`src/shift_pkg.sv`:
```
package shift_pkg;
  localparam int unsigned NUM_REGS   = 2;
  localparam int unsigned NUM_STAGES = 8;
  localparam int unsigned SYNC_DEPTH = 2;
  localparam int unsigned LAST_STAGE = NUM_STAGES - 1;
  localparam logic [NUM_STAGES-1:0] STAGES_CLEAR = 8'h00;
  localparam logic [NUM_REGS-1:0]   REGS_CLEAR   = 2'h0;
  localparam logic [NUM_REGS-1:0]   REGS_ONES    = 2'h3;
  localparam logic [SYNC_DEPTH-1:0] SYNC_CLEAR   = 2'h0;
  localparam logic [SYNC_DEPTH-1:0] SYNC_IDLE_N  = 2'h3;
endpackage : shift_pkg

```
`src/dual_8bit_shift_register.sv`:
```
// How it works
// - Two independent eight-stage shift registers, sixteen stored bits in total.
// - Serial input is input b when select is high, else input a.
// - Each register's effective clock is its own clock ORed with common clock.
// - Masters follow input while clock low; frozen while high, slaves show value.
// - Each rising edge of effective clock shifts one stage, new bit enters first.
// - Active-low master clear forces all sixteen stages to zero, overriding the shift clocks; masters still follow input.
// - Each register drives the true and complement of its last stage.
`timescale 1ns/10ps
`default_nettype none
module dual_8bit_shift_register
  import shift_pkg::*;
(
  input  wire logic                      clk_i,
  input  wire logic                      rst_i,
  input  wire logic                      data_source_select_i,
  input  wire logic [shift_pkg::NUM_REGS-1:0] serial_in_a_i,
  input  wire logic [shift_pkg::NUM_REGS-1:0] serial_in_b_i,
  input  wire logic [shift_pkg::NUM_REGS-1:0] shift_clock_i,
  input  wire logic                      common_shift_clock_i,
  input  wire logic                      master_clear_n_i,
  output logic      [shift_pkg::NUM_REGS-1:0] last_stage_out_o,
  output logic      [shift_pkg::NUM_REGS-1:0] last_stage_out_n_o
);
  import shift_pkg::*;

  typedef struct packed {
    logic [SYNC_DEPTH-1:0]               sel_sync;
    logic [NUM_REGS-1:0][SYNC_DEPTH-1:0] a_sync;
    logic [NUM_REGS-1:0][SYNC_DEPTH-1:0] b_sync;
    logic [NUM_REGS-1:0][SYNC_DEPTH-1:0] clk_sync;
    logic [SYNC_DEPTH-1:0]               cclk_sync;
    logic [SYNC_DEPTH-1:0]               clr_sync;
    logic [NUM_REGS-1:0]                 eff_prev;
    logic [NUM_REGS-1:0]                 master;
    logic [NUM_REGS-1:0][NUM_STAGES-1:0] stages;
    logic [NUM_REGS-1:0]                 q;
    logic [NUM_REGS-1:0]                 q_n;
  } state_t;

  state_t st;
  state_t next_st;

  // Serial bit chosen by the data select
  function automatic logic pick_input(input logic sel, input logic a, input logic b);
    return sel ? b : a;
  endfunction : pick_input

  logic [NUM_REGS-1:0] eff_clk;
  logic                clear_active;

  always_comb
  begin
    next_st = st;
    clear_active = ~st.clr_sync[1];
    eff_clk      = REGS_CLEAR;
    next_st.sel_sync  = {st.sel_sync[0], data_source_select_i};
    next_st.cclk_sync = {st.cclk_sync[0], common_shift_clock_i};
    next_st.clr_sync  = {st.clr_sync[0], master_clear_n_i};
    for (int r = 0; r < NUM_REGS; r++)
    begin
      next_st.a_sync[r]   = {st.a_sync[r][0], serial_in_a_i[r]};
      next_st.b_sync[r]   = {st.b_sync[r][0], serial_in_b_i[r]};
      next_st.clk_sync[r] = {st.clk_sync[r][0], shift_clock_i[r]};
      eff_clk[r] = st.clk_sync[r][1] | st.cclk_sync[1];
      next_st.eff_prev[r] = eff_clk[r];
      // Master tracks its input only while the clock is low
      if (!eff_clk[r])
      begin
        next_st.master[r] = pick_input(st.sel_sync[1], st.a_sync[r][1],
                                       st.b_sync[r][1]);
      end
      if (clear_active)
      begin
        next_st.stages[r] = STAGES_CLEAR;
      end
      else if (eff_clk[r] && !st.eff_prev[r])
      begin
        // Captured master bit enters stage zero, last stage falls off
        next_st.stages[r] = {st.stages[r][NUM_STAGES-2:0], st.master[r]};
      end
      next_st.q[r]   = next_st.stages[r][LAST_STAGE];
      next_st.q_n[r] = ~next_st.stages[r][LAST_STAGE];
    end
  end

  always_ff @(posedge clk_i)
  begin
    if (rst_i)
    begin
      // Clock syncs and edge history start high, so no false edge follows reset
      st           <= '0;
      st.clr_sync  <= SYNC_IDLE_N;
      st.cclk_sync <= SYNC_IDLE_N;
      st.clk_sync  <= {NUM_REGS{SYNC_IDLE_N}};
      st.eff_prev  <= REGS_ONES;
      st.q_n       <= REGS_ONES;
    end
    else
    begin
      st <= next_st;
    end
  end

  assign last_stage_out_o   = st.q;
  assign last_stage_out_n_o = st.q_n;
endmodule : dual_8bit_shift_register
`default_nettype wire

```
`config.mk`:
```
export PLATFORM = sky130hd
export DESIGN_NAME = dual_8bit_shift_register
export DESIGN_NICKNAME = d
export VERILOG_FILES = /design/src/shift_pkg.sv /design/src/dual_8bit_shift_register.sv
export SDC_FILE = /design/constraint.sdc
export NUM_CORES = 1
export LEC_CHECK = 0
export BUFFER_PORTS_ARGS = -buffer_cell sky130_fd_sc_hd__buf_4
export CAP_MARGIN = 10
export CORE_UTILIZATION = 45
export DETAILED_ROUTE_END_ITERATION = 8
export PLACE_DENSITY = 0.74
export SLEW_MARGIN = 25
export SYNTH_ARGS = -nofsm -noshare
export SYNTH_HDL_FRONTEND = slang
export SYNTH_SLANG_ARGS = --single-unit
```
`constraint.sdc`:
```
create_clock -name clk_i -period 1.6 [get_ports clk_i]
set_input_delay 0 -clock clk_i [delete_from_list [all_inputs] [get_ports clk_i]]
set_output_delay 0 -clock clk_i [all_outputs]
set_load 0.03 [all_outputs]
```
==> metrics.md, run 1 <==
| Metric | Value |
|---|---|
| First-pass GRT wire length | `3460 µm` |
| Largest net degree at the start of global routing | `41` |
| RSZ-0062 raised after global routing | `no` |
| Vias in the first global route | `912` |
| Initial antenna violation count | `0` |
| Grt total ovfl | `0` |
| Final setup TNS | `0 ns` |
| Synthesized flop and latch total | `40` |
| Yosys top cell by area | `dfxtp_1` |
| Clock Path Buffers | `2` |
| Area grow syn2layout | `18.0%` |
| Num Clock Sinks | `40` |
| Cell Chain, Critical Path | `o21ba_1 -> buf_4 -> mux2i_1` |
| FF-to-FF Start | `st[27]` |
| Syn avg cell area | `12.0 µm²` |
| Std-Cell Core Area | `2880 µm²` |
| Peak supply drop | `577 µV` |
| Synth warn | `0` |
| Via count | `859` |
| Max Cap Viol | `0` |
| Fin crit period | `1.28 ns` |
| Synth Instances | `118` |
| WS Path Type | `register to register` |
| Failing checks | `design-rule violations` |
| PostCTS Resize Cnt | `0` |
| TritonCTS clock tree | `done` |
| Final period util | `80.2%` |
| Clock slew at reported path FFs | `0.11 ns` |
| Setup-failing EPs final | `0` |
| Crit. End Element | `register` |
| # IOs | `15` |
| DRT iter0 DRCs | `7` |
| Die height | `58.1 µm` |
| GP Congestion | `0.671` |
| Die Wd | `58.1 µm` |
| Worst min-delay path class | `input pin to register` |
| Starting Density | `49.2%` |
| DRC Markers | `1` |
| CP startpoint kind | `register` |
| N_diodes | `0` |
| Crit-path slowest cell | `dfxtp_1` |
| H-tree Lvls | `2` |
| Synth area leaders | `dfxtp_1 57%, mux2i_1 13%, nand3b_1 9.6%, nor2b_1 4.4%, or2_2 3.5%` |
| All-Layer GR Usage | `14.0%` |
| Skew final | `0.0145 ns` |
| HP Start | `rst_i` |
| First-pass DRT Iterations | `6` |
| Final Net Count | `150` |
| Hold Slack | `0.0219 ns` |
| Final ANT Viol Nets | `0` |
| Site Rows | `19` |
| Largest delay share family, worst path | `flip-flops` |
| Total CTS buffers | `5` |
| Slew headroom | `77.7%` |
| Commonest cells after routing, fill and taps aside | `40 x dfxtp_1, 18 x nand3b_1, 18 x mux2i_1` |
| Crit path launch | `st[27]` |
| Critical Path AT | `1.55 ns` |
| Synth top area share | `56.6%` |
| Layout cells sized above 1 | `27.9%` |
| Latest clock arrival within the worst-skew pair | `0.35 ns` |
| Worst-Margin Slew | `0.334 ns` |
| Post-Syn Nets | `129` |
| CP max FO | `8` |
| Bufs and invs on worst path | `1` |
| Post-DR vias/cell | `4.72` |
| Final WL | `1880 µm` |
| Mapped Area | `1410 µm²` |
| Port bufs | `14` |
| Pleak | `0.000615 µW` |
| Hold Fails Final Rpt | `0` |
| CTS Root Cell | `clkbuf_4` |
| Filler instances | `243` |
| Avg WL per Cell | `10.3 µm` |
| CP Data Required Time | `1.87 ns` |
| DIE AREA | `3370 µm²` |
| Status | `finished with violations` |
| Max incr delay on CP | `0.46 ns` |
| Max-slew violation count | `0` |
| Synth unique cells | `15` |
| DP HPWL | `1110 µm` |
| FMAX | `779 MHz` |
| PwrDens | `972 nW/µm²` |
| Leading cell type in the layout, fill and taps excluded | `dfxtp_1` |
| Seq/Total Area, Yosys | `56.6%` |
## worst paths after layout
kind,endpoint,slack (ns),cells past startpoint
hold / removal,st[39],0.02,2
setup reg to reg,st[4],0.32,3
hold reg to reg,st[31],0.41,1
setup / recovery,st[4],0.32,3
## stage by stage
step           total power (µW)  instances  setup slack (ns)  area [µm²]  utilization (%)
2_1_floorplan              1090        118             0.483        1410                -
3_3_place_gp               1110        165             0.381        1520             52.7
3_5_place_dp               1110        165             0.337        1520             52.7
4_1_cts                    1650        182             0.311        1670             58.0
5_1_grt                    1700        182             0.183        1670             58.0
6_report                   1620        182             0.316        1670             58.0
## state kept, by name (all words and copies together) (netlist names)
signal and cells:
last_stage_out_o 1, next_st 9, last_stage_out_n_o 2, st 28
## where the power goes
part | internal (µW) | switching, µW | leakage (µW)
Sequential | 1020 | 7.97 | 0.000327
Combinational | 53.5 | 27.6 | 0.000250
Clock | 209 | 306 | 0.0000380
## kinds of logic after synthesis
logic type	count (synthesis)	share of synthesized area, %
flip-flops	40	56.6
buffers and inverters	12	5.49
AO/OA/AOI/OAI	6	3.89
multiplexers	20	14.9
AND/OR/NAND/NOR	40	19.1
## worst reg2reg max path: stages (launching register included)
cell and delay [ns]:
dfxtp_1 0.46, o21ba_1 0.36, buf_4 0.21, mux2i_1 0.18
## synthesized netlist by cell type (all sizes together)
cell    number
a211oi       2
buf          8
clkbuf       4
dfxtp       40
mux2         2
mux2i       18
nand3b      18
nor2         2
nor2b       10
o21ba        4
or2          8
or3          2
## per-layer routing
layer	part of all wire, %	wire length, µm	GRT usage [%]	up-vias
met5	0	0	0	-
met4	2.2	41	7.14	0
li1	-	-	-	434
met3	5.3	99	6.70	6
met1	42	783	13.4	398
met2	51	951	24.8	21
## layout make-up
class / count / area (µm²) / share of cell area (%)
flip-flops and latches: 40 / 801 / 48.0
clock buffers: 6 / 51.3 / 3.08
clock inverters: 2 / 10.0 / 0.600
multi-input cells: 66 / 536 / 32.1
well taps: 42 / 52.6 / 3.15
repair buffers: 26 / 218 / 13.1
## repair_timing
| action | CTS | global route |
|---|---|---|
| endpoints found under the hold margin | 9 | 0 |
| hold buffers | 9 | 0 |
| setup buffers | 0 | 0 |
Power figures use the tool's default switching activity.
==> run 2: changes to the inputs <==
--- a/config.mk
+++ b/config.mk
@@ -9,7 +9,7 @@
 export CAP_MARGIN = 10
 export CORE_UTILIZATION = 45
 export DETAILED_ROUTE_END_ITERATION = 8
-export PLACE_DENSITY = 0.74
+export PLACE_DENSITY = 0.76
 export SLEW_MARGIN = 25
 export SYNTH_ARGS = -nofsm -noshare
 export SYNTH_HDL_FRONTEND = slang
==> constraint.sdc (replaced) <==
create_clock -name clk_i -period 1.1 [get_ports clk_i]
set_input_delay 0 -clock clk_i [delete_from_list [all_inputs] [get_ports clk_i]]
set_output_delay 0 -clock clk_i [all_outputs]
set_load 0.03 [all_outputs]
==> metrics.md, run 2 (same netlist as run 1, synthesis figures left out) <==
| Metric | Value |
|---|---|
| Status | `finished with violations` |
| Failing checks | `design-rule violations` |
| Pwr Total | `2540 µW` |
| First-pass DRT Iterations | `6` |
| Max reg flops | `28` |
| FF-to-FF Start | `st[29]` |
| # placed instances | `170` |
| DP HPWL | `1320 µm` |
| Clock Path Buffers | `2` |
| Slew headroom | `82.3%` |
| Switching pwr | `493 µW` |
| Avg WL per Cell | `10.8 µm` |
| Initial antenna violation count | `0` |
| Power share of the clock group | `35.9%` |
| Pleak | `0.000650 µW` |
| Via count | `868` |
| Non-filler cells, final | `188` |
| All-Layer GR Usage | `14.6%` |
| Die height | `58.1 µm` |
| Critical R2R Capture | `st[22]` |
| Worst-Margin Slew | `0.265 ns` |
| Vias in the first global route | `876` |
| Area grow syn2layout | `25.0%` |
| Final period util | `96.6%` |
| Std-Cell Core Area | `2880 µm²` |
| Crit path capture | `st[22]` |
| Worst min-delay path class | `input pin to register` |
| Filler instances | `238` |
| Num Clock Sinks | `40` |
| Flop pwr share | `58.7%` |
| Max-slew violation count | `0` |
| # IOs | `15` |
| Largest net degree at the start of global routing | `34` |
| Post CTS Setup Buffer Count | `0` |
| N_diodes | `0` |
| Crit path launch | `st[29]` |
| Die Wd | `58.1 µm` |
| Crit. End Element | `register` |
| First-pass GRT wire length | `3660 µm` |
| Critical Path AT | `1.28 ns` |
| Grt total ovfl | `0` |
| Post-DR vias/cell | `4.62` |
| FMAX | `941 MHz` |
| Hold Fails Final Rpt | `0` |
| Total CTS buffers | `5` |
| Clock slew at reported path FFs | `0.11 ns` |
| Starting Density | `49.2%` |
| Final WL | `2030 µm` |
| PwrDens | `1440 nW/µm²` |
| Site Rows | `19` |
| Final Net Count | `156` |
| Port bufs | `14` |
| CTS Root Cell | `clkbuf_4` |
| Leading cell type in the layout, fill and taps excluded | `dfxtp_1` |
| GP Congestion | `0.798` |
| Peak supply drop | `784 µV` |
| Max Cap Viol | `0` |
| Largest register by flop count | `st` |
| CP Data Required Time | `1.32 ns` |
| CP max FO | `3` |
| Final ANT Viol Nets | `0` |
| Sw Ratio | `19.4%` |
| H-tree Lvls | `2` |
| Fin crit period | `1.06 ns` |
| Layout cells sized above 1 | `32.9%` |
| CP startpoint kind | `register` |
| Latest clock arrival within the worst-skew pair | `0.33 ns` |
| RSZ-0062 raised after global routing | `no` |
| Setup-failing EPs final | `0` |
| Reg2reg setup slack | `0.04 ns` |
| DRC Markers | `1` |
| Skew final | `0.00541 ns` |
| DIE AREA | `3370 µm²` |
| DRT iter0 DRCs | `15` |
| Cell Int Power | `2050 µW` |
| Commonest cells after routing, fill and taps aside | `38 x dfxtp_1, 20 x buf_4, 18 x nand3b_1` |
| WS Path Type | `register to register` |
| Combinational Power Share | `5.4%` |
| TritonCTS clock tree | `done` |
| Reg2Reg Depth | `2` |
==> run 2: how the worst min path moves through the flow <==
| stage | from | endpoint | slack, ns | cells after the start |
|---|---|---|---|---|
| CTS | rst_i | st[33] | 0.003 | 2 |
| finish | master_clear_n_i | next_st[25] | 0.39 | 3 |
| detailed placement | master_clear_n_i | next_st[25] | 0.19 | 2 |
| floorplan | master_clear_n_i | next_st[25] | 0.10 | 1 |
| global route | shift_clock_i[0] | next_st[29] | 0.38 | 3 |
| global placement | master_clear_n_i | next_st[25] | 0.18 | 2 |
==> run 2: metrics by stage <==
stage          setup TNS (ns)  cell area [µm²]  hold slack, ns  util, %  setup WS [ns]
5_1_grt                     0             1770           0.378     61.5        0.00284
3_3_place_gp                0             1570           0.185     54.5         0.0255
2_1_floorplan               0             1420           0.104        -         0.0404
6_report                    0             1770           0.387     61.5         0.0374
3_5_place_dp           -0.133             1570           0.188     54.5        -0.0542
4_1_cts                     0             1740         0.00286     60.5         0.0257
==> run 2: cell type report <==
| cell class | instances | area [µm²] | area share [%] |
|---|---|---|---|
| clock buffers | 6 | 41.3 | 2.34 |
| clock inverters | 2 | 35.0 | 1.98 |
| multi-input cells | 66 | 552 | 31.2 |
| flip-flops and latches | 40 | 806 | 45.6 |
| well taps | 42 | 52.6 | 2.97 |
| repair buffers | 32 | 282 | 15.9 |
==> run 2: power groups by stage <==
stage	registers (µW)	clock network [µW]	logic, µW
2_1_floorplan	1520	0	60.7
3_3_place_gp	1520	0	105
3_5_place_dp	1530	0	108
4_1_cts	1490	952	133
5_1_grt	1500	1020	149
6_report	1490	912	136
==> run 2: what timing repair did <==
action                                 4_1_cts  5_1_grt
setup endpoints to repair                    7        8
endpoints found under the hold margin        9        1
hold buffers                                 9        1
cloned                                       0        0
resized for setup                            3        5
==> run 2: critical path: stages, from the launching register on <==
cell and delay (ns):
dfxtp_1 0.34, buf_4 0.14, or3_2 0.47
==> run 2: routing by layer <==
metal  vias up  part of all wire (%)  global-route usage [%]
met2        20                    48                    25.0
met4         0                   1.9                    6.12
met1       390                    45                    16.1
met5         -                     0                       0
li1        452                     -                       -
met3         6                   5.0                    6.03
